### src/hw/hft_pkg.sv
// Shared constants and types for the HDLC framer and deframer
package hft_pkg;
  localparam int FIFO_DEPTH = 19;
  localparam logic [3:0] BYTE_BITS = 4'h8;
  localparam logic [7:0] FLAG_BYTE = 8'h7E;
  localparam logic [7:0] IDLE_BYTE = 8'hFF;
  localparam logic [7:0] GA_BYTE = 8'h7F;
  localparam logic [7:0] ABORT_BYTE = 8'hFF;
  localparam logic [7:0] ALL_CALL = 8'hFF;
  localparam logic [15:0] CRC_PRESET = 16'hFFFF;
  localparam logic [15:0] CRC_POLY = 16'h8408;
  localparam logic [15:0] CRC_GOOD = 16'hF0B8;
  localparam logic [3:0] STUFF_ONES = 4'h5;
  localparam logic [3:0] FLAG_ONES = 4'h6;
  localparam logic [3:0] ABORT_ONES = 4'h7;
  localparam logic [3:0] IDLE_ONES = 4'hF;
  localparam logic [6:0] FLAG_TAIL_BITS = 7'h07;
  localparam logic [6:0] MIN_FRAME_BITS = 7'h18;
  localparam logic [6:0] FCS_FRAME_BITS = 7'h20;
  localparam logic [1:0] STATUS_HOLD_BITS = 2'h2;
  localparam logic [4:0] DATA_SLOT = 5'h00;
  localparam logic [4:0] CTRL_SLOT = 5'h01;
  localparam logic [7:0] BIT_POS_RESET = 8'hFF;
  localparam logic [1:0] TAG_MIDDLE = 2'h0;
  localparam logic [1:0] TAG_FIRST = 2'h1;
  localparam logic [1:0] TAG_LAST_GOOD = 2'h2;
  localparam logic [1:0] TAG_LAST_BAD = 2'h3;

  typedef enum logic [1:0] {
    FILL_IDLE = 2'b00,
    FILL_FLAG = 2'b01,
    FILL_GA = 2'b10,
    FILL_TRANSP = 2'b11
  } hft_fill_t;

  typedef enum logic [2:0] {
    TX_FILL = 3'b000,
    TX_OPEN = 3'b001,
    TX_DATA = 3'b010,
    TX_FCS_LO = 3'b011,
    TX_FCS_HI = 3'b100,
    TX_CLOSE = 3'b101,
    TX_ABORT = 3'b110
  } hft_tx_state_t;

  typedef struct packed {
    logic abortTag;
    logic eopTag;
    logic [7:0] data;
  } hft_tx_word_t;

  typedef struct packed {
    logic [1:0] tag;
    logic [7:0] data;
  } hft_rx_word_t;
endpackage

### src/hw/hft_fifo.sv
// Byte FIFO with registered read data
`timescale 1ns/1ps
module hft_fifo #(
  parameter int WIDTH = 10,
  parameter int DEPTH = 19
) (
  // Clock and reset
  input wire logic mclk,
  input wire logic resetn,
  // Write side
  input wire logic wrEn,
  input wire logic [WIDTH-1:0] wrData,
  // Read side
  input wire logic rdEn,
  output logic [WIDTH-1:0] rdData,
  output logic empty,
  output logic full
);
  localparam int AW = $clog2(DEPTH);
  localparam int CW = $clog2(DEPTH + 1);
  localparam logic [AW-1:0] LAST = AW'(DEPTH - 1);
  localparam logic [CW-1:0] FULL_CNT = CW'(DEPTH);

  logic [WIDTH-1:0] mem [DEPTH];
  logic [AW-1:0] wrPtr;
  logic [AW-1:0] rdPtr;
  logic [CW-1:0] count;
  logic wasEmpty;
  wire logic doWr = wrEn && !full;
  wire logic doRd = rdEn && !empty;

  // A word written into an empty FIFO reaches rdData one cycle later, so empty lags by one
  assign empty = count == '0 || wasEmpty;
  assign full = count == FULL_CNT;

  always_ff @(posedge mclk) begin
    if (doWr) begin
      mem[wrPtr] <= wrData;
    end
  end

  // Head word is re-registered every cycle, one cycle behind a pointer move
  always_ff @(posedge mclk or negedge resetn) begin
    if (!resetn) begin
      wrPtr <= '0;
      rdPtr <= '0;
      count <= '0;
      rdData <= '0;
      wasEmpty <= 1'b1;
    end else begin
      rdData <= mem[rdPtr];
      wasEmpty <= count == '0;
      if (doWr) begin
        wrPtr <= (wrPtr == LAST) ? '0 : wrPtr + 1'b1;
      end
      if (doRd) begin
        rdPtr <= (rdPtr == LAST) ? '0 : rdPtr + 1'b1;
      end
      if (doWr && !doRd) begin
        count <= count + 1'b1;
      end else if (doRd && !doWr) begin
        count <= count - 1'b1;
      end
    end
  end
endmodule

### src/hw/hft_framer.sv
// HDLC framer and deframer on a serial time-division line
`timescale 1ns/1ps
module hft_framer (
  // Clock and reset
  input wire logic mclk,
  input wire logic resetn,
  // Line side
  input wire logic serialBitClock,
  input wire logic framePulse,
  input wire logic serialDataIn,
  input wire logic txClockEnableN,
  input wire logic rxClockEnableN,
  output logic serialDataOut,
  output logic serialOutEnable,
  // Configuration
  input wire logic externalTiming,
  input wire logic [3:0] bitsPerFrame,
  input wire logic transmitEnableBit,
  input wire logic receiveEnableBit,
  input wire logic addressMatchEnable,
  input wire hft_pkg::hft_fill_t interframeFillSelect,
  input wire logic controlSlotEnable,
  input wire logic [7:0] controlTxByte,
  input wire logic [7:0] rxAddress,
  // Transmit FIFO
  input wire logic txWrite,
  input wire logic [7:0] txData,
  input wire logic setEndOfPacket,
  input wire logic setFrameAbort,
  output logic endOfPacketTag,
  output logic frameAbortTag,
  output logic txFull,
  output logic txEmpty,
  // Receive FIFO
  input wire logic rxRead,
  output logic [7:0] rxData,
  output logic [1:0] rxTag,
  output logic rxFull,
  output logic rxEmpty,
  // Status
  input wire logic flagClear,
  output logic idleStatus,
  output logic abortFlag,
  output logic goAheadFlag,
  output logic underrunFlag,
  output logic overflowFlag,
  output logic [7:0] controlRxByte
);
  import hft_pkg::*;

  function automatic logic [15:0] crcBit(input logic [15:0] c, input logic b);
    crcBit = {1'b0, c[15:1]} ^ ((c[0] ^ b) ? CRC_POLY : 16'h0000);
  endfunction

  function automatic logic [15:0] crcByte(input logic [15:0] c, input logic [7:0] d);
    logic [15:0] r;
    r = c;
    for (int i = 0; i < 8; i++) begin
      r = crcBit(r, d[i]);
    end
    crcByte = r;
  endfunction

  // Line timing: pins pass two flops, a third finds the bit clock edge
  logic [4:0] sync1;
  logic [4:0] sync2;
  logic clkD;
  logic [7:0] bitPos;
  always_ff @(posedge mclk or negedge resetn) begin
    if (!resetn) begin
      sync1 <= 5'h00;
      sync2 <= 5'h00;
      clkD <= 1'b0;
    end else begin
      sync1 <= {rxClockEnableN, txClockEnableN, serialDataIn, framePulse, serialBitClock};
      sync2 <= sync1;
      clkD <= sync2[0];
    end
  end
  wire logic bitTick = sync2[0] && !clkD;
  wire logic [7:0] curPos = sync2[1] ? 8'h00 : bitPos + 8'h01;
  wire logic [4:0] slotNum = curPos[7:3];
  wire logic [2:0] bitInSlot = curPos[2:0];
  wire logic inData = slotNum == DATA_SLOT && {1'b0, bitInSlot} < bitsPerFrame;
  wire logic ctlSlot = bitTick && !externalTiming && slotNum == CTRL_SLOT;
  wire logic txAct = bitTick && (externalTiming ? !sync2[3] : inData);
  wire logic rxAct = bitTick && (externalTiming ? !sync2[4] : inData);
  wire logic rxBitIn = sync2[2];
  wire logic transp = interframeFillSelect == FILL_TRANSP;
  // One bit per frame is unsupported in transparent mode and falls back to bytes
  wire logic shortBpf = !externalTiming && bitsPerFrame >= 4'h2 && bitsPerFrame <= 4'h7;
  wire logic [3:0] tpLen = shortBpf ? bitsPerFrame : BYTE_BITS;

  always_ff @(posedge mclk or negedge resetn) begin
    if (!resetn) begin
      bitPos <= BIT_POS_RESET;
      controlRxByte <= 8'h00;
    end else if (bitTick) begin
      bitPos <= curPos;
      if (ctlSlot) begin
        controlRxByte <= {controlRxByte[6:0], rxBitIn};
      end
    end
  end

  // FIFOs
  hft_tx_word_t txHead;
  hft_rx_word_t rxHead;
  hft_rx_word_t rxWord;
  logic txEmptyInt, txFullInt, rxEmptyInt, rxFullInt, txPopAll, rxWr;
  wire hft_tx_word_t txIn = '{abortTag: frameAbortTag || setFrameAbort,
                              eopTag: endOfPacketTag || setEndOfPacket, data: txData};
  hft_fifo #(.WIDTH($bits(hft_tx_word_t)), .DEPTH(FIFO_DEPTH)) txFifo (
    .mclk(mclk), .resetn(resetn), .wrEn(txWrite), .wrData(txIn), .rdEn(txPopAll),
    .rdData(txHead), .empty(txEmptyInt), .full(txFullInt));
  hft_fifo #(.WIDTH($bits(hft_rx_word_t)), .DEPTH(FIFO_DEPTH)) rxFifo (
    .mclk(mclk), .resetn(resetn), .wrEn(rxWr), .wrData(rxWord), .rdEn(rxRead),
    .rdData(rxHead), .empty(rxEmptyInt), .full(rxFullInt));
  assign rxData = rxHead.data;
  assign rxTag = rxHead.tag;

  // Host-side tag bits; a set in the write cycle still rides on that byte
  always_ff @(posedge mclk or negedge resetn) begin
    if (!resetn) begin
      endOfPacketTag <= 1'b0;
      frameAbortTag <= 1'b0;
    end else begin
      endOfPacketTag <= !txWrite && (endOfPacketTag || setEndOfPacket);
      frameAbortTag <= !txWrite && (frameAbortTag || setFrameAbort);
    end
  end

  // Transmitter
  hft_tx_state_t txState, next_state;
  logic [7:0] txSh, next_sh, txHold;
  logic [3:0] txCnt, next_cnt, txOnes;
  logic [15:0] txCrc;
  logic txStuff, next_stuff, txLast, next_last, txPop, underrunEv;
  wire logic txHeadValid = !txEmptyInt;
  wire logic startOk = transmitEnableBit && txHeadValid && interframeFillSelect != FILL_GA;
  wire logic [7:0] fillByte = interframeFillSelect == FILL_FLAG ? FLAG_BYTE :
                              interframeFillSelect == FILL_GA ? GA_BYTE : IDLE_BYTE;
  wire logic txStuffNow = txStuff && txOnes == STUFF_ONES;
  wire logic txBit = txStuffNow ? 1'b0 : txSh[0];
  wire logic [15:0] crcAfter = (txState == TX_DATA && !txStuffNow) ? crcBit(txCrc, txBit) : txCrc;
  wire logic [3:0] next_ones = (!txStuff || !txBit) ? 4'h0 : txOnes + 4'h1;
  wire logic tpLoad = txCnt <= 4'h1;
  wire logic [7:0] tpByte = txHeadValid ? txHead.data : txHold;
  wire logic tpStop = transp && !transmitEnableBit;
  assign txPopAll = txAct && (transp ? tpLoad && txHeadValid && !tpStop : txPop);

  always_comb begin
    next_state = txState;
    next_sh = {1'b1, txSh[7:1]};
    next_cnt = txCnt - 4'h1;
    next_stuff = txStuff;
    next_last = txLast;
    txPop = 1'b0;
    underrunEv = 1'b0;
    if (txStuffNow) begin
      next_sh = txSh;
      next_cnt = txCnt;
      // A zero owed after the last FCS bit goes out ahead of the closing flag only
      next_stuff = txState != TX_CLOSE;
    end else if (txCnt <= 4'h1) begin
      next_cnt = BYTE_BITS;
      case (txState)
        TX_OPEN, TX_DATA: begin
          next_stuff = 1'b0;
          if (txState == TX_DATA && txLast) begin
            next_state = TX_FCS_LO;
            next_sh = ~crcAfter[7:0];
            next_stuff = 1'b1;
          end else if (!txHeadValid) begin
            underrunEv = 1'b1;
            next_state = TX_ABORT;
            next_sh = ABORT_BYTE;
          end else if (txHead.abortTag) begin
            txPop = 1'b1;
            next_state = TX_ABORT;
            next_sh = ABORT_BYTE;
          end else begin
            txPop = 1'b1;
            next_state = TX_DATA;
            next_sh = txHead.data;
            next_stuff = 1'b1;
            next_last = txHead.eopTag;
          end
        end
        TX_FCS_LO: begin
          next_state = TX_FCS_HI;
          next_sh = ~txCrc[15:8];
        end
        TX_FCS_HI: begin
          next_state = TX_CLOSE;
          next_sh = FLAG_BYTE;
          next_stuff = next_ones == STUFF_ONES;
        end
        default: begin
          next_stuff = 1'b0;
          next_state = startOk ? TX_OPEN : TX_FILL;
          next_sh = startOk ? FLAG_BYTE : fillByte;
        end
      endcase
    end
  end

  always_ff @(posedge mclk or negedge resetn) begin
    if (!resetn) begin
      txState <= TX_FILL;
      txSh <= IDLE_BYTE;
      txHold <= IDLE_BYTE;
      txCnt <= 4'h0;
      txOnes <= 4'h0;
      txStuff <= 1'b0;
      txLast <= 1'b0;
      txCrc <= CRC_PRESET;
    end else if (tpStop) begin
      txState <= TX_FILL;
      txCnt <= 4'h0;
    end else if (txAct && transp) begin
      txStuff <= 1'b0;
      txState <= TX_FILL;
      txSh <= tpLoad ? tpByte : {1'b1, txSh[7:1]};
      txCnt <= tpLoad ? tpLen : txCnt - 4'h1;
      if (tpLoad && txHeadValid) begin
        txHold <= txHead.data;
      end
    end else if (txAct) begin
      txState <= next_state;
      txSh <= next_sh;
      txCnt <= next_cnt;
      txStuff <= next_stuff;
      txLast <= next_last;
      txOnes <= next_ones;
      txCrc <= (txState == TX_OPEN) ? CRC_PRESET : crcAfter;
    end
  end

  // Line output; packets run to their end even when transmit is disabled
  wire logic txDrive = transmitEnableBit || (!transp && txState != TX_FILL);
  always_ff @(posedge mclk or negedge resetn) begin
    if (!resetn) begin
      serialDataOut <= 1'b1;
      serialOutEnable <= 1'b0;
    end else if (tpStop) begin
      serialOutEnable <= 1'b0;
    end else if (txAct) begin
      serialDataOut <= transp ? txSh[0] : txBit;
      serialOutEnable <= txDrive;
    end else if (ctlSlot && controlSlotEnable) begin
      serialDataOut <= controlTxByte[3'h7 - bitInSlot];
      serialOutEnable <= 1'b1;
    end else if (bitTick) begin
      serialOutEnable <= 1'b0;
    end
  end

  // Receiver
  logic [3:0] rxOnes;
  logic [7:0] rxAcc, b1, b2, pd;
  logic [2:0] accCnt;
  logic [1:0] held;
  logic [6:0] frameBits;
  logic [15:0] rxCrc;
  logic rxSynced, prevFlag, afterAbort, firstPend, rxDrop;
  wire logic rxOn = rxAct && receiveEnableBit && !transp;
  wire logic rxTp = rxAct && receiveEnableBit && transp;
  wire logic [3:0] onesNext = !rxBitIn ? 4'h0 : (rxOnes == IDLE_ONES) ? rxOnes : rxOnes + 4'h1;
  wire logic flagEv = rxOn && !rxBitIn && rxOnes == FLAG_ONES;
  wire logic stuffDel = rxOn && !rxBitIn && rxOnes == STUFF_ONES;
  wire logic abortEv = rxOn && rxBitIn && onesNext == ABORT_ONES;
  wire logic gaEv = abortEv && prevFlag;
  wire logic dataBit = rxOn && rxSynced && !flagEv && !stuffDel && !abortEv;
  wire logic [7:0] newByte = {rxBitIn, rxAcc[7:1]};
  wire logic byteEv = dataBit && accCnt == 3'h7;
  wire logic addrBad = addressMatchEnable && b2 != rxAddress && b2 != ALL_CALL;
  wire logic [15:0] crcEnd = crcByte(crcByte(crcByte(rxCrc, pd), b2), b1);
  wire logic closeOk = flagEv && rxSynced && held == 2'h3;
  wire logic shortFrame = frameBits < MIN_FRAME_BITS + FLAG_TAIL_BITS;
  wire logic badEnd = frameBits < FCS_FRAME_BITS + FLAG_TAIL_BITS || accCnt != 3'h7 ||
                      crcEnd != CRC_GOOD;
  wire logic wrPipe = byteEv && held == 2'h3;
  wire logic wrClose = closeOk && !shortFrame;
  wire logic wrAbort = abortEv && rxSynced && held == 2'h3 && frameBits >= MIN_FRAME_BITS;
  wire logic tpDone = rxTp && {1'b0, accCnt} == tpLen - 4'h1;
  assign rxWr = tpDone || ((wrPipe || wrClose || wrAbort) && !rxDrop);
  wire logic [1:0] endTag = badEnd ? TAG_LAST_BAD : TAG_LAST_GOOD;
  wire logic [1:0] pipeTag = firstPend ? TAG_FIRST : TAG_MIDDLE;
  assign rxWord = '{tag: tpDone ? TAG_MIDDLE : wrClose ? endTag : wrAbort ? TAG_MIDDLE : pipeTag,
                    data: tpDone ? newByte : pd};

  always_ff @(posedge mclk or negedge resetn) begin
    if (!resetn) begin
      rxOnes <= 4'h0;
      rxAcc <= 8'h00;
      accCnt <= 3'h0;
      prevFlag <= 1'b0;
      afterAbort <= 1'b0;
      idleStatus <= 1'b0;
    end else if (!receiveEnableBit) begin
      accCnt <= 3'h0;
    end else if (rxTp) begin
      rxAcc <= newByte;
      accCnt <= tpDone ? 3'h0 : accCnt + 3'h1;
    end else if (rxOn) begin
      rxOnes <= onesNext;
      idleStatus <= onesNext == IDLE_ONES;
      prevFlag <= flagEv ? !afterAbort : prevFlag && rxBitIn;
      afterAbort <= abortEv || (afterAbort && !flagEv);
      if (flagEv) begin
        accCnt <= 3'h0;
      end else if (dataBit) begin
        rxAcc <= newByte;
        accCnt <= accCnt + 3'h1;
      end
    end
  end

  // Byte pipeline holds two bytes back so the FCS never reaches the FIFO
  always_ff @(posedge mclk or negedge resetn) begin
    if (!resetn) begin
      rxSynced <= 1'b0;
      held <= 2'h0;
      b1 <= 8'h00;
      b2 <= 8'h00;
      pd <= 8'h00;
      frameBits <= 7'h00;
      firstPend <= 1'b1;
      rxDrop <= 1'b0;
      rxCrc <= CRC_PRESET;
    end else if (rxWr && rxFullInt && !tpDone) begin
      rxSynced <= 1'b0;
    end else if (flagEv) begin
      rxSynced <= 1'b1;
      held <= 2'h0;
      frameBits <= 7'h00;
      firstPend <= 1'b1;
      rxDrop <= 1'b0;
      rxCrc <= CRC_PRESET;
    end else if (abortEv) begin
      rxSynced <= 1'b0;
    end else if (dataBit) begin
      frameBits <= (frameBits == 7'h7F) ? frameBits : frameBits + 7'h01;
      if (byteEv) begin
        b1 <= newByte;
        b2 <= b1;
        pd <= b2;
        held <= (held == 2'h3) ? held : held + 2'h1;
        if (held == 2'h2 && addrBad) begin
          rxDrop <= 1'b1;
        end
        if (wrPipe) begin
          firstPend <= 1'b0;
          rxCrc <= crcByte(rxCrc, pd);
        end
      end
    end
  end

  // Sticky flags: a set in the clear cycle wins
  always_ff @(posedge mclk or negedge resetn) begin
    if (!resetn) begin
      abortFlag <= 1'b0;
      goAheadFlag <= 1'b0;
      underrunFlag <= 1'b0;
      overflowFlag <= 1'b0;
    end else begin
      abortFlag <= (abortEv && !gaEv) || (abortFlag && !flagClear);
      goAheadFlag <= gaEv || (goAheadFlag && !flagClear);
      underrunFlag <= (txAct && !transp && underrunEv) || (underrunFlag && !flagClear);
      overflowFlag <= (rxWr && rxFullInt) || (overflowFlag && !flagClear);
    end
  end

  // FIFO status is frozen while an access settles, as on the line side
  logic [1:0] holdCnt;
  wire logic fifoAccess = txWrite || rxRead || txPopAll || rxWr;
  always_ff @(posedge mclk or negedge resetn) begin
    if (!resetn) begin
      holdCnt <= 2'h0;
      txFull <= 1'b0;
      txEmpty <= 1'b1;
      rxFull <= 1'b0;
      rxEmpty <= 1'b1;
    end else if (fifoAccess) begin
      holdCnt <= STATUS_HOLD_BITS;
    end else if (holdCnt != 2'h0) begin
      holdCnt <= bitTick ? holdCnt - 2'h1 : holdCnt;
    end else begin
      txFull <= txFullInt;
      txEmpty <= txEmptyInt;
      rxFull <= rxFullInt;
      rxEmpty <= rxEmptyInt;
    end
  end
endmodule

### config.mk
export PLATFORM = sky130hd
export DESIGN_NAME = hft_framer
export DESIGN_NICKNAME = d
export VERILOG_FILES = /design/src/hw/hft_pkg.sv /design/src/hw/hft_fifo.sv /design/src/hw/hft_framer.sv
export SDC_FILE = /design/constraint.sdc
export NUM_CORES = 1
export LEC_CHECK = 0
export BUFFER_PORTS_ARGS = -buffer_cell sky130_fd_sc_hd__buf_4
export CORE_MARGIN = 2
export CORE_UTILIZATION = 40
export CTS_CLUSTER_DIAMETER = 120
export DETAILED_ROUTE_END_ITERATION = 6
export HOLD_SLACK_MARGIN = 0.08
export PLACE_DENSITY = 0.62
export SETUP_SLACK_MARGIN = 0.3
export SLEW_MARGIN = 20
export SYNTH_ARGS = -nofsm -noshare
export SYNTH_HDL_FRONTEND = slang
export SYNTH_SLANG_ARGS = --single-unit
### constraint.sdc
create_clock -name mclk -period 5.9 [get_ports mclk]
set_input_delay 0.59 -clock mclk [delete_from_list [all_inputs] [get_ports mclk]]
set_output_delay 0.59 -clock mclk [all_outputs]
set_load 0.01 [all_outputs]
**Word-level counts from Yosys, hierarchy flattened**

Memory sizes are Yosys's and may differ from the RTL's. A register that Yosys moved wholly into a read port is not among the register bits.
Cells that the tools add are included.

- Flip-flop bits (word level): 188
- Memory bits (writable): 380
- Input port bits: 47
- Output and inout port bits: 31
- Word-level logic and storage cells: 495
- Memories kept: 2

Memories:

| memory | depth | width | read ports | clocked after memory_dff | write ports | RTL line | text |
|---|---|---|---|---|---|---|---|
| rxFifo.mem | 19 | 10 | 1 | 1 | 1 | hft_fifo.sv:24 | `logic [WIDTH-1:0] mem [DEPTH];` |
| txFifo.mem | 19 | 10 | 1 | 1 | 1 | hft_fifo.sv:24 |  |

- Add/subtract/negate cells: 18
- $lt $le $gt $ge: 8
- Equality and inequality tests: 41
- Mux-type cells: 151
- Bitwise logic cells: 64
- Reduce and logical (&&, ||, !) cells: 161

Operators by type and width:

| operator | number |
|---|---|
| 16-bit two-way mux | 32 |
| 15-bit by 16-bit bitwise XOR with 16-bit output | 25 |
| 8-bit two-way mux | 18 |
| 1-bit logical AND | 67 |
| 1-bit two-way mux | 51 |
| 3-bit two-way mux | 14 |
| 4-bit two-way mux | 10 |
| 5-bit two-way mux | 8 |
| 1-bit logical NOT | 31 |
| 5-bit by 1-bit adder with 5-bit output (second input constant) | 6 |
| 5-bit == test (second input constant) | 6 |
| 7-bit two-way mux | 4 |
| 2-bit nonzero test | 14 |
| 1-bit bitwise XOR | 25 |
| 8-bit case mux with 3 select lines | 1 |
| 4-bit by 3-bit == test with 1-bit output (second input constant) | 5 |
| 2-bit two-way mux | 10 |
| 5-bit AND reduction | 4 |
| 1-bit logical OR | 19 |
| 16-bit inequality test (second input constant) | 1 |
| 8-bit inverter | 2 |
| 4-bit AND reduction | 4 |
| 5-bit logical NOT | 3 |
| 3-bit AND reduction | 5 |
| 42 further kinds | 78 |

**Depth between registers and ports, before layout**

Gate-level depths: netlist of run 1.

- Depth in word-level cells: 77
- Mapped depth: 19
- Depth with buffers taken out: 17

**By module**

From an unflattened synthesis of run 1, not the netlist that was laid out.

- Cell total of the unflattened synthesis: 1839
- Area, all modules: 26599.3 µm²

By module, submodules not included:

| module | times used | cells an instance | area each (µm²) | seq. area each (µm²) |
|---|---|---|---|---|
| hft_framer | 1 | 883 | 9272.6 | 3953.8 |
| hft_fifo at txFifo | 1 | 478 | 8664.6 | 6357.3 |
| hft_fifo at rxFifo | 1 | 478 | 8662.1 | 6357.3 |

**Worst setup path before layout of run 1**

OpenSTA, ideal clock, no wires.

- Path type: flip-flop to flip-flop
- From: register rxOnes[0]
- To: register rxFifo.count[4]
- Setup time: 0.125 ns
- Arrival: 3.875 ns
- Required time: 5.775 ns
- Path slack: 1.900 ns
- Cell stages (with the launch flop): 19
- Path buffers: 2
- Clock period less this slack: 4.000 ns
- Path through: dfrtp_1 > clkbuf_1 > inv_1 > ha_1 > a311oi_1 > a31o_2 > a311o_1 > a311oi_1 > o22ai_1 > nor2_1 > buf_4 > ha_1 > inv_1 > fa_1 > a21o_1 > a21oi_1 > xnor2_1 > nor2_1 > xor2_1

- Longest elaborated chain between the ends: 17
- Elaborated cells on any way between the ends: 34
- Those cells by class: 1 x add/sub; 4 x eq/ne; 3 x mux; 26 x reduce/logical

Ends and longest elaborated chain:

| item | RTL line | text |
|---|---|---|
| start: declaration | hft_framer.sv:260 | `logic [3:0] rxOnes;` |
| start signal: assignment | hft_framer.sv:307 | `rxOnes <= onesNext;` |
| 4-bit by 1-bit adder with 4-bit output or 4-bit == test (tied branches) | hft_framer.sv:269 | `wire logic [3:0] onesNext = !rxBitIn ? 4'h0 : (rxOnes == IDLE_ONES) ? rxOnes : rxOnes + 4'h1;` |
| 4-bit two-way mux (2 in series) | hft_framer.sv:269 |  |
| 4-bit by 3-bit == test with 1-bit output | hft_framer.sv:272 | `wire logic abortEv = rxOn && rxBitIn && onesNext == ABORT_ONES;` |
| 1-bit logical AND | hft_framer.sv:272 |  |
| 1-bit logical NOT | hft_framer.sv:274 | `wire logic dataBit = rxOn && rxSynced && !flagEv && !stuffDel && !abortEv;` |
| 1-bit logical AND | hft_framer.sv:274 |  |
| 1-bit logical AND | hft_framer.sv:276 | `wire logic byteEv = dataBit && accCnt == 3'h7;` |
| 1-bit logical AND | hft_framer.sv:283 | `wire logic wrPipe = byteEv && held == 2'h3;` |
| 1-bit logical OR | hft_framer.sv:287 | `assign rxWr = tpDone \|\| ((wrPipe \|\| wrClose \|\| wrAbort) && !rxDrop);` |
| 1-bit logical OR (*) | hft_framer.sv:287 |  |
| 1-bit logical AND (*) | hft_framer.sv:287 |  |
| 1-bit logical OR (*) | hft_framer.sv:287 |  |
| 1-bit logical AND (*) | hft_fifo.sv:29 | `wire logic doWr = wrEn && !full;` |
| named net rxFifo.doWr | hft_fifo.sv:29 |  |
| 1-bit logical NOT | hft_fifo.sv:61 | `end else if (doRd && !doWr) begin` |
| 1-bit logical AND | hft_fifo.sv:61 |  |
| 2-bit nonzero test (no source line) | n/a |  |
| end signal: assignment | hft_fifo.sv:60 | `count <= count + 1'b1;` |
| end signal: assignment | hft_fifo.sv:62 | `count <= count - 1'b1;` |
| end: declaration | hft_fifo.sv:27 | `logic [CW-1:0] count;` |

Mark *: on every way through the listed nets, which the timed path passes. The rest lies on a longest branch.
A chain may end at the register's enable or synchronous reset.

**Worst setup path after layout of run 1**

- From: register rxOnes[0]
- To: register rxFifo.count[4]

- Longest elaborated chain between the ends: 17
- Elaborated cells on any way between the ends: 34
- Those cells by class: 1 x add/sub; 4 x eq/ne; 3 x mux; 26 x reduce/logical

Ends and longest elaborated chain:

| item | RTL line |
|---|---|
| 4-bit by 1-bit adder with 4-bit output or 4-bit == test (tied branches) | hft_framer.sv:269 |
| 4-bit two-way mux (2 in series) | hft_framer.sv:269 |
| 4-bit by 3-bit == test with 1-bit output | hft_framer.sv:272 |
| 1-bit logical AND | hft_framer.sv:272 |
| 1-bit logical NOT | hft_framer.sv:274 |
| 1-bit logical AND | hft_framer.sv:274 |
| 1-bit logical AND | hft_framer.sv:276 |
| 1-bit logical AND | hft_framer.sv:283 |
| 1-bit logical OR | hft_framer.sv:287 |
| 1-bit logical OR (*) | hft_framer.sv:287 |
| 1-bit logical AND (*) | hft_framer.sv:287 |
| 1-bit logical OR (*) | hft_framer.sv:287 |
| 1-bit logical AND (*) | hft_fifo.sv:29 |
| 1-bit logical NOT | hft_fifo.sv:61 |
| 1-bit logical AND | hft_fifo.sv:61 |
| 2-bit nonzero test (no source line) | n/a |

Mark *: on every way between the ends. The rest lies on a longest branch, timed or not.

==> results_tabular.tex, run 1 <==
\begin{tabular}{lr}
\hline
Metric & Value \\
\hline
\multicolumn{2}{l}{\textbf{STA}} \\
\quad Setup repair after global routing missed its margin & no \\
\quad Fin Clk Skew & 0.0544 ns \\
\quad Final min period & approximately 4.4 ns \\
\quad Actual slew at the worst max-slew pin & $\sim$1.1 ns \\
\quad Achievable frequency & $\sim$230 MHz \\
\quad Slew margin rel. & 0.261 \\
\quad Part of the cycle the worst path needs & 0.743 \\
\quad Aggregate negative setup slack & 0 ns \\
\quad Endpoints failing hold & 0 \\
\quad Worst Slack Setup Final & between 1.5 and 2 ns \\
\quad Setup Viol. Count Final & 0 \\
\quad Pins over their slew limit & 0 \\
\multicolumn{2}{l}{\textbf{Place}} \\
\quad GPL Wtd Cong & 0.825 \\
\quad Port Buf Inserts & slightly below 80 \\
\quad Instance count after placement with tap cells included & between 2k and 3k \\
\quad Worst slack at placement & roughly 1.4 ns \\
\quad Post-DP HPWL & 36.8 mm \\
\multicolumn{2}{l}{\textbf{Cells and area}} \\
\quad Share of final-layout standard cells stronger than drive strength 1 & 0.263 \\
\quad Antenna Diode Count & 0 \\
\quad Cell Count, Final, Fillers Out & $\sim$2.7k \\
\quad Total of fill cells in the finished design & approximately 5.5k \\
\quad Post-layout nets & 1849 \\
\quad Area added between synthesis and finish & 13.9\% \\
\multicolumn{2}{l}{\textbf{Synth}} \\
\quad Net count of the mapped netlist & 1766 \\
\quad Top cell type by total area after synthesis & edfxtp\_1 \\
\quad Count of state elements after synthesis & 587 \\
\quad Synth Instances & approximately 1.7k \\
\quad Fraction of synthesized cell area taken by the top area cell type & 0.443 \\
\quad Top cells by instance count after synthesis & edfxtp\_1, dfrtp\_1, nor2\_1, nand2\_1, mux4\_2 \\
\quad Post-synth ARST share & 0.353 \\
\quad Most numerous cell in the Yosys netlist & edfxtp\_1 \\
\quad Mean post-synth cell area & about 15 sq um \\
\quad Sequential element share of the synthesized area & 0.647 \\
\quad Yosys synthesis warning count & 0 \\
\quad Primary FF master, synth & edfxtp\_1 \\
\quad Number of enable flip-flop cells after synthesis & between 300 and 400 \\
\quad Distinct cell type count of the synthesized netlist & 87 \\
\quad Area of the mapped netlist & around 26000 sq um \\
\quad Biggest area contributors in the synthesized netlist & edfxtp\_1, dfrtp\_1, mux4\_2, dfstp\_2, mux2\_2 \\
\multicolumn{2}{l}{\textbf{Floorplanning}} \\
\quad Initial standard-cell utilization of the core & 0.402 \\
\quad Core Footprint & approximately 64000 sq um \\
\quad Die H & 258 um \\
\quad Die W & between 200 and 300 um \\
\quad Std cell rows & 93 \\
\quad IO Pins & about 80 \\
\quad Area of the die & approximately 66000 sq um \\
\multicolumn{2}{l}{\textbf{Clock network}} \\
\quad TritonCTS Sinks & $\sim$590 \\
\quad Clock-pin slew on the worst setup and hold paths & $\sim$0.060 ns \\
\quad CTS tree & done \\
\quad Total clock buffers created by CTS & 60 \\
\quad Number of buffers on the longest clock path & 3 \\
\quad Later-pin clock latency in the skew report & around 0.65 ns \\
\quad Level count of the clock H-tree & 2 \\
\quad Root Buffer Master & clkbuf\_16 \\
\multicolumn{2}{l}{\textbf{Route}} \\
\quad Wire length after detailed routing & approximately 54 mm \\
\quad Initial detailed-routing violation count & a little under 900 \\
\quad Average vias per placed instance & $\sim$5.4 \\
\quad Post-DRT Antenna Nets & 0 \\
\quad Total via count in the routed design & approximately 14k \\
\quad Remaining design rule violation count & 0 \\
\quad Avg WL per Cell & between 20 and 25 um \\
\quad First-pass detailed-route iteration total & 5 \\
\multicolumn{2}{l}{\textbf{Global route}} \\
\quad Via count of the first global-routing pass & between 10k and 15k \\
\quad Aggregate global routing overflow & 0 \\
\quad Wire length of the first global-routing pass & around 86 mm \\
\quad Gr usage total & 0.165 \\
\quad Pin count of the biggest net entering global routing & approximately 110 \\
\quad Antenna violations before repair & 0 \\
\multicolumn{2}{l}{\textbf{Critical path}} \\
\quad Kind of cell adding the most delay to the critical path & compound AO/OA/AOI/OAI gates \\
\quad Setup Crit Path Kind & flip-flop to flip-flop \\
\quad Slowest-stage cell, CP & a311oi\_1 \\
\quad Worst Path Max Fanout & 13 \\
\quad Critical Path RT & $\sim$6.4 ns \\
\quad Chain of cells forming the critical path & ha\_1 > and3\_1 > a31o\_2 > a311o\_1 > a311oi\_1 > o22ai\_1 > nor2\_1 > buf\_4 > ha\_1 > inv\_1 > fa\_1 > a21o\_1 > a21oi\_1 > xnor2\_1 > nor2\_1 > xor2\_1 \\
\quad Kind of end point of the critical path & flip-flop \\
\quad Delay of the slowest cell on the worst path & 0.49 ns \\
\quad Worst path buffer plus inverter count & 2 \\
\quad Critical path launch point type & flip-flop \\
\quad Worst endpoint data arrival time & just under 5 ns \\
\multicolumn{2}{l}{\textbf{Power}} \\
\quad Cell Pwr Density & $\sim$400 nW/um\^{}2 \\
\quad Leakage & roughly 0.011 uW \\
\quad Overall power of the completed layout & 11800 uW \\
\quad Peak VDD IR & approximately 0.28 mV \\
\multicolumn{2}{l}{\textbf{Worst hold path}} \\
\quad Worst hold-check path type & input port to flip-flop \\
\multicolumn{2}{l}{\textbf{Outcome}} \\
\quad Run status & finished clean \\
\multicolumn{2}{l}{\textbf{Run}} \\
\quad Number of max-capacitance violations reported & 0 \\
\hline
\end{tabular}
-- repair_timing --
action                                 in CTS  in global routing
endpoints found under the hold margin      66                  0
hold buffers                                6                  0
buffers inserted                            0                  0
gates resized for setup                     0                  0
-- cell families (layout without fill, tap and decap cells) --
group,count (synthesis),count (layout),synth area share
AOI/OAI and AO/OA,256,256,0.0683
xor gates and xnor gates,91,91,0.0385
adders and majority gates,43,43,0.0215
buffers and inverters,120,255,0.0188
DFF,587,587,0.647
muxes,224,224,0.140
and+or+nand+nor,355,355,0.0662
-- metal layers --
metal	vias to the layer above	track usage	routed length, um	part of all wire
li1	6575	-	-	-
met1	7391	0.227	24100	0.44
met2	343	0.277	26600	0.49
met3	72	0.0235	2700	0.050
met4	0	0.0400	1020	0.019
met5	-	0	0	0
-- sequential cells by signal (all words and copies together) (netlist names), 7 cells and up --
name,cells
rxFifo.rdData,10
txFifo.rdData,10
rxAcc,7
txHold,8
frameBits,7
txFifo.mem,190
txCrc,16
b2,8
bitPos,8
txSh,8
b1,8
pd,8
rxFifo.mem,190
rxCrc,16
controlRxByte,8
-- layout by cell type, fill, tap and decap left out, types with 10 or more instances in the layout --
master     Yosys  routed
nor2_1       122     119
dfstp_2       62      62
o31ai_1       13      13
nor3_1        11      10
nand4_1       11      11
ha_1          41      41
a31oi_1       28      28
buf_4          1      92
nand3_1       21      21
a21oi_1       49      49
clkinv_2       0      14
xnor2_1       47      47
edfxtp_1     380     380
nand2_1      106     106
clkinv_1       1      14
xor2_1        30      30
o21ai_0       67      66
o22a_1        15      15
mux2i_1       39      39
mux4_2       100     100
mux2_2        85      85
clkbuf_16      0      60
inv_1         41      41
o211ai_1      10      10
dfrtp_1      145     141
-- report_power, final --
group	switching (uW)	internal, uW
clock	1610	2250
combinational	1260	1270
sequential	519	4860
-- path summary, 6_finish.rpt --
path / depth (start not counted) / from / end / slack (ns)
setup / recovery: 16 / rxOnes[0] / rxFifo.count[4] / 1.52
hold reg to reg: 0 / sync1[1] / sync2[1] / 0.36
setup reg to reg: 16 / rxOnes[0] / rxFifo.count[4] / 1.52
max in group asynchronous: 3 / resetn / txFifo.rdPtr[1] / 3.97
hold / removal: 2 / txWrite / endOfPacketTag / 0.28
min in group asynchronous: 2 / resetn / controlRxByte[7] / 0.62
-- area by class of cell --
class                           instances  area (sq um)  share of cell area
Clock buffer                           71          1560              0.0532
Clock inverter                         43           473              0.0161
Inverter                               42           158             0.00537
Multi-Input combinational cell        969          8640               0.294
Sequential cell                       587         16700               0.568
Tap cell                              855          1070              0.0365
Timing Repair Buffer                   99           766              0.0261
-- metrics by stage --
step	util	instance area, sq um	hold slack, ns
2_1_floorplan	-	25800	0.294
3_5_place_dp	0.425	27200	0.337
6_report	0.458	29300	0.276
5_1_grt	0.458	29300	0.252
4_1_cts	0.458	29300	0.236
3_3_place_gp	0.425	27200	0.337
No activity file was read; power rests on OpenSTA's default activity.
==> run 2: changes to the inputs <==
--- a/config.mk
+++ b/config.mk
@@ -11,7 +11,7 @@
 export CTS_CLUSTER_DIAMETER = 120
 export DETAILED_ROUTE_END_ITERATION = 6
 export HOLD_SLACK_MARGIN = 0.08
-export PLACE_DENSITY = 0.62
+export PLACE_DENSITY = 0.64
 export SETUP_SLACK_MARGIN = 0.3
 export SLEW_MARGIN = 20
 export SYNTH_ARGS = -nofsm -noshare
==> constraint.sdc (replaced) <==
create_clock -name mclk -period 3.85 [get_ports mclk]
set_input_delay 0.385 -clock mclk [delete_from_list [all_inputs] [get_ports mclk]]
set_output_delay 0.385 -clock mclk [all_outputs]
set_load 0.01 [all_outputs]
==> run 2 against run 1 <==
Net effect: clock skew decreased by 0.025 ns; routed wire length shrank 3.4%; cell area is 2.4% higher; clock power rose by 48%; non-clock buffer count increased by 69; largest power group unchanged; largest cell class unchanged; total power is 53% higher; count of clock-buffer cells in the layout up 10; via count is 1.1% higher.
==> results_tabular.tex, run 2 (synthesis gave the netlist of run 1 again) <==
\begin{tabular}{lr}
\hline
Metric & Value \\
\hline
\multicolumn{2}{l}{\textbf{Cells and area}} \\
\quad Antenna Diode Count & 0 \\
\quad Post-layout nets & 1917 \\
\quad Biggest regs & rxFifo.mem: 190 flops, txFifo.mem: 190 flops \\
\quad Area added between synthesis and finish & 16.7\% \\
\quad Top library cells by usage in the layout, fill and taps aside & edfxtp\_1, buf\_4, dfrtp\_1 \\
\quad Leading cell type in the layout, fill and taps excluded & edfxtp\_1 \\
\quad Share of final-layout standard cells stronger than drive strength 1 & 0.297 \\
\multicolumn{2}{l}{\textbf{Critical path}} \\
\quad Critical Path RT & 4.36 ns \\
\quad Critical path launch point type & flip-flop \\
\quad Worst Path Max Fanout & 5 \\
\quad Worst endpoint data arrival time & slightly below 4 ns \\
\quad Reg2Reg Setup Slack & slightly below 0.4 ns \\
\quad Setup Crit Path Kind & flip-flop to flip-flop \\
\quad Kind of end point of the critical path & flip-flop \\
\multicolumn{2}{l}{\textbf{Power}} \\
\quad Leakage & 0.0109 uW \\
\quad Cell Pwr Density & between 500 and 600 nW/um\^{}2 \\
\quad Peak VDD IR & approximately 0.47 mV \\
\multicolumn{2}{l}{\textbf{Global route}} \\
\quad Pin count of the biggest net entering global routing & $\sim$130 \\
\quad Via count of the first global-routing pass & 15.0k \\
\quad Antenna violations before repair & 0 \\
\quad Wire length of the first global-routing pass & roughly 84 mm \\
\quad Gr usage total & 0.159 \\
\quad Aggregate global routing overflow & 0 \\
\multicolumn{2}{l}{\textbf{Route}} \\
\quad Initial detailed-routing violation count & slightly above 1k \\
\quad Total via count in the routed design & roughly 15k \\
\quad First-pass detailed-route iteration total & 6 \\
\quad Wire length after detailed routing & between 50 and 60 mm \\
\quad Average vias per placed instance & around 5.3 \\
\quad Remaining design rule violation count & 0 \\
\quad Post-DRT Antenna Nets & 0 \\
\quad Avg WL per Cell & $\sim$19 um \\
\multicolumn{2}{l}{\textbf{STA}} \\
\quad Achievable frequency & between 200 and 300 MHz \\
\quad Worst Hold Slack & about 0.12 ns \\
\quad Worst Slack Setup Final & 0.387 ns \\
\quad Part of the cycle the worst path needs & 0.899 \\
\quad Slew margin rel. & 0.316 \\
\quad Actual slew at the worst max-slew pin & just over 1 ns \\
\quad Setup Viol. Count Final & 0 \\
\quad Setup repair after global routing missed its margin & yes \\
\quad Pins over their slew limit & 0 \\
\quad Final min period & between 3 and 4 ns \\
\quad Endpoints failing hold & 0 \\
\quad Aggregate negative setup slack & 0 ns \\
\quad Fin Clk Skew & 0.0293 ns \\
\multicolumn{2}{l}{\textbf{Floorplanning}} \\
\quad Die H & approximately 260 um \\
\quad Die W & between 200 and 300 um \\
\quad Area of the die & between 60000 and 70000 sq um \\
\quad IO Pins & just under 80 \\
\quad Std cell rows & 93 \\
\quad Initial standard-cell utilization of the core & 0.402 \\
\quad Core Footprint & around 64000 sq um \\
\multicolumn{2}{l}{\textbf{Place}} \\
\quad Port Buf Inserts & between 70 and 80 \\
\quad GPL Wtd Cong & approximately 0.84 \\
\quad Worst slack at placement & between 0.15 and 0.2 ns \\
\quad Post-DP HPWL & between 30 and 40 mm \\
\multicolumn{2}{l}{\textbf{Clock network}} \\
\quad Clock-pin slew on the worst setup and hold paths & about 0.060 ns \\
\quad TritonCTS Sinks & between 500 and 600 \\
\quad Number of buffers on the longest clock path & 3 \\
\quad Root Buffer Master & clkbuf\_16 \\
\quad Total clock buffers created by CTS & between 50 and 60 \\
\quad CTS tree & done \\
\quad Later-pin clock latency in the skew report & about 0.64 ns \\
\quad Level count of the clock H-tree & 2 \\
\multicolumn{2}{l}{\textbf{Run}} \\
\quad Number of max-capacitance violations reported & 0 \\
\multicolumn{2}{l}{\textbf{Worst hold path}} \\
\quad Worst hold-check path type & input port to flip-flop \\
\multicolumn{2}{l}{\textbf{Outcome}} \\
\quad Run status & finished clean \\
\hline
\end{tabular}
==> run 2: cell count changes in the layout (fill, tap and decap cells not counted), moves of 4 or more <==
cell,delta
a21oi_1,-4
buf_4,+56
bufinv_16,-4
clkbuf_1,+6
clkbuf_8,+4
clkinv_2,-5
dlygate4sd3_1,+10
ha_1,-6
ha_4,+5
inv_1,-4
xnor2_1,-4
==> run 2: what timing repair did <==
action                                 in CTS  in global routing
setup endpoints to repair                   3                 39
hold buffers                               16                  0
endpoints found under the hold margin     198                  0
buffers inserted                            8                 13
pin swaps                                   8                 13
gates resized for setup                     4                 22
==> run 2: routing by layer <==
layer  GRT usage  share of wire  up-vias  wire length (um)
met3      0.0227          0.039       87              2050
li1            -              -     6722                 -
met2       0.270           0.50      309             26200
met4      0.0458          0.022        0              1140
met1       0.215           0.44     7428             23200
met5           0              0        -                 0
==> run 2: cell type report <==
class                      count  area [sq um]
fill                        5424         34100
timing repair buffer         168          1350
multi-input combinational    969          8860
clock inverter                30           297
clock buffer                  81          1640
tap                          855          1070
inverter                      42           163
sequential                   587         16700
==> run 2: path summary, 6_finish.rpt <==
path | to | depth (start not counted) | startpoint
min in group asynchronous | rxOnes[0] | 2 | resetn
max reg2reg | rxFifo.count[4] | 15 | rxOnes[1]
max in group asynchronous | rxEmpty | 4 | resetn
min reg2reg | sync2[2] | 0 | sync1[2]
max | rxFifo.count[4] | 15 | rxOnes[1]
min | txFifo.mem[13][0] | 1 | txData[0]
==> run 2: power by group <==
group          internal, uW  switching (uW)
Combinational          2100            1950
Sequential             7450             816
Clock                  3260            2440
Total                 12800            5210
==> run 2: per-stage QoR <==
step	util	instances	area (sq um)	power (uW)
global route	0.469	2732	30100	19000
floorplan	-	1676	25900	11100
finish	0.469	2732	30100	18000
detailed placement	0.431	2583	27600	12400
CTS	0.465	2718	29800	18100
global placement	0.431	2583	27600	12200
==> run 2: critical path, stage by stage (launching register included) <==
cell	delay [ns]
dfrtp_2	0.46
ha_4	0.20
and3_4	0.20
a31o_4	0.25
a311o_1	0.38
a311oi_2	0.31
o22ai_2	0.17
nor2_2	0.19
ha_4	0.18
inv_6	0.05
fa_2	0.33
a21o_1	0.17
a21oi_2	0.14
xnor2_1	0.13
nor2_1	0.06
xor2_1	0.14
==> run 3: changes to the inputs <==
--- a/config.mk
+++ b/config.mk
@@ -5,7 +5,9 @@
 export SDC_FILE = /design/constraint.sdc
 export NUM_CORES = 1
 export LEC_CHECK = 0
+export ABC_AREA = 0
 export BUFFER_PORTS_ARGS = -buffer_cell sky130_fd_sc_hd__buf_4
+export CORE_ASPECT_RATIO = 0.6
 export CORE_MARGIN = 2
 export CORE_UTILIZATION = 40
 export CTS_CLUSTER_DIAMETER = 120
==> run 3 against run 2 <==
Net effect: sequential share of layout area down 0.096 points; routed wire length increased by 15%; total power grew 1.9%; count of clock-buffer cells in the layout down 6; clock skew rose by 0.011 ns.
==> results_tabular.tex, run 3 (synthesis gave the netlist of run 1 again) <==
\begin{tabular}{lr}
\hline
Metric & Value \\
\hline
\multicolumn{2}{l}{\textbf{Outcome}} \\
\quad Run status & finished clean \\
\multicolumn{2}{l}{\textbf{STA}} \\
\quad Part of the cycle the worst path needs & 0.910 \\
\quad Aggregate negative setup slack & 0 ns \\
\quad Actual slew at the worst max-slew pin & between 1 and 1.5 ns \\
\quad Pins over their slew limit & 0 \\
\quad Worst Slack Setup Final & around 0.35 ns \\
\quad Final min period & roughly 3.5 ns \\
\quad Setup repair after global routing missed its margin & yes \\
\quad Slew margin rel. & 0.328 \\
\quad Endpoints failing hold & 0 \\
\quad Fin Clk Skew & approximately 0.040 ns \\
\quad Setup Viol. Count Final & 0 \\
\quad Achievable frequency & 286 MHz \\
\multicolumn{2}{l}{\textbf{Clock network}} \\
\quad TritonCTS Sinks & about 600 \\
\quad CTS tree & done \\
\quad Later-pin clock latency in the skew report & between 0.6 and 0.7 ns \\
\quad Number of buffers on the longest clock path & 3 \\
\quad Root Buffer Master & clkbuf\_16 \\
\quad Clock-pin slew on the worst setup and hold paths & around 0.070 ns \\
\quad Level count of the clock H-tree & 2 \\
\quad Total clock buffers created by CTS & 56 \\
\multicolumn{2}{l}{\textbf{Cells and area}} \\
\quad Cell Count, Final, Fillers Out & between 2k and 3k \\
\quad Leading cell type in the layout, fill and taps excluded & edfxtp\_1 \\
\quad Top library cells by usage in the layout, fill and taps aside & edfxtp\_1, buf\_4, dfrtp\_1 \\
\quad Post-layout nets & approximately 1.9k \\
\quad Sequential standard cell area & between 15000 and 20000 sq um \\
\quad Area added between synthesis and finish & 16.9\% \\
\quad Biggest regs & rxFifo.mem: 190 flops, txFifo.mem: 190 flops \\
\quad Total of fill cells in the finished design & approximately 5.4k \\
\quad Total non-filler cell area in the finished layout & approximately 30000 sq um \\
\quad Share of final-layout standard cells stronger than drive strength 1 & 0.307 \\
\quad Area of combinational cells with multiple inputs & roughly 8900 sq um \\
\multicolumn{2}{l}{\textbf{Route}} \\
\quad Remaining design rule violation count & 0 \\
\quad Avg WL per Cell & 22.1 um \\
\quad Wire length after detailed routing & 60.4 mm \\
\quad First-pass detailed-route iteration total & 7 \\
\quad Average vias per placed instance & 5.48 \\
\quad Post-DRT Antenna Nets & 0 \\
\quad Total via count in the routed design & roughly 15k \\
\quad Initial detailed-routing violation count & about 1.5k \\
\multicolumn{2}{l}{\textbf{Critical path}} \\
\quad Reg2Reg Setup Slack & 0.35 ns \\
\quad Worst Path Max Fanout & 6 \\
\quad Endpoint of the worst-slack reg-to-reg timing path & rxFifo.count[4] \\
\quad Slowest-stage cell, CP & or4\_4 \\
\quad Critical Path RT & about 4.4 ns \\
\quad Crit Reg-Reg Startpoint & bitPos[5] \\
\quad Kind of end point of the critical path & flip-flop \\
\quad Critical path launch point type & flip-flop \\
\quad Chain of cells forming the critical path & or3\_4 > or4\_4 > a31oi\_4 > buf\_6 > o22a\_1 > o22ai\_4 > nor2\_4 > ha\_4 > inv\_2 > fa\_2 > a21o\_1 > a21oi\_2 > xnor2\_1 > nor2\_1 > xor2\_1 \\
\quad Worst Reg2Reg Path Length in Cells & 15 \\
\quad Setup Crit Path Kind & flip-flop to flip-flop \\
\quad Worst endpoint data arrival time & about 4 ns \\
\quad Delay of the slowest cell on the worst path & around 0.54 ns \\
\multicolumn{2}{l}{\textbf{Global route}} \\
\quad Gr usage total & 0.182 \\
\quad Antenna violations before repair & 1 \\
\quad Wire length of the first global-routing pass & approximately 92 mm \\
\quad Aggregate global routing overflow & 0 \\
\quad Via count of the first global-routing pass & between 10k and 15k \\
\quad Pin count of the biggest net entering global routing & 115 \\
\multicolumn{2}{l}{\textbf{Worst hold path}} \\
\quad Worst hold-check path type & input port to flip-flop \\
\quad Hold depth & 1 \\
\quad Start point of the worst hold path & txData[5] \\
\quad Hold Path Sink & txFifo.mem[9][5] \\
\multicolumn{2}{l}{\textbf{Floorplanning}} \\
\quad Area of the die & between 60000 and 70000 sq um \\
\quad Core Footprint & 64100 sq um \\
\quad Die H & around 200 um \\
\quad IO Pins & around 80 \\
\quad Std cell rows & around 70 \\
\quad Initial standard-cell utilization of the core & 0.402 \\
\quad Die W & approximately 330 um \\
\multicolumn{2}{l}{\textbf{Power}} \\
\quad Cell Pwr Density & 610 nW/um\^{}2 \\
\quad Leakage & about 0.011 uW \\
\quad Peak VDD IR & 0.331 mV \\
\multicolumn{2}{l}{\textbf{Place}} \\
\quad Port Buf Inserts & 77 \\
\quad GPL Wtd Cong & 0.874 \\
\quad Worst slack at placement & roughly 0.12 ns \\
\quad Instance count after placement with tap cells included & 2598 \\
\quad Post-Place Cell Area & approximately 28000 sq um \\
\quad Post-DP HPWL & 40.8 mm \\
\multicolumn{2}{l}{\textbf{Run}} \\
\quad Number of max-capacitance violations reported & 0 \\
\hline
\end{tabular}
## run 3: cell count changes in the layout (fill, tap and decap cells not counted), sizes merged
cell,delta
clkinv,-5
inv,+3
bufinv,+3
clkbuf,-6
buf,+15
diode,+1
dlygate4sd3,-4
## run 3: worst max path at each step
stage | from | to | slack, ns | depth (start not counted)
2_1_floorplan | rxOnes[0] | rxFifo.count[4] | 0.30 | 18
3_3_place_gp | rxOnes[0] | rxFifo.count[4] | 0.20 | 15
3_5_place_dp | rxOnes[0] | rxFifo.count[4] | 0.12 | 15
4_1_cts | bitPos[5] | txFifo.count[3] | 0.29 | 14
5_1_grt | bitPos[5] | rxFifo.count[4] | 0.24 | 15
6_report | bitPos[5] | rxFifo.count[4] | 0.35 | 15
## run 3: repair_timing
item,in CTS,in global routing
resized for setup,6,21
hold buffers,12,0
setup endpoints to repair,3,82
setup buffers,12,6
pin swaps,10,7
hold endpoints to repair,104,0
## run 3: final cells by class
cell class / instances / share of cell area
inverters: 42 / 0.00532
flip-flops and latches: 587 / 0.554
repair buffers: 179 / 0.0469
multi-input cells: 969 / 0.294
clock buffers: 75 / 0.0512
diodes: 1 / 0.0000831
clock inverters: 31 / 0.0133
well taps: 851 / 0.0354
## run 3: where the power goes
| group | internal, uW | switching (uW) |
|---|---|---|
| Clock | 3320 | 2500 |
| Sequential | 7450 | 903 |
| Combinational | 2130 | 2080 |
## run 3: routing by layer
layer / vias to the layer above / global-route usage / wire, um
met5: - / 0 / 13
met3: 63 / 0.0397 / 4370
li1: 6737 / - / -
met1: 7753 / 0.298 / 30500
met4: 2 / 0.0357 / 807
met2: 443 / 0.244 / 24700
## run 3: critical path, delay by kind of cell (launching register included)
family,cells,cell delay (ns)
fa+ha+maj,2,0.50
flops,1,0.39
simple gates,4,1.14
compound gates,5,0.88
xor+xnor,2,0.27
buf+inv,2,0.20
## run 3: through the flow
stage	total power (uW)	hold slack (ns)	util
2_1_floorplan	11100	0.0894	-
3_3_place_gp	12500	0.334	0.433
3_5_place_dp	12600	0.336	0.433
4_1_cts	18500	0.0818	0.467
5_1_grt	19200	0.0941	0.470
6_report	18400	0.125	0.470
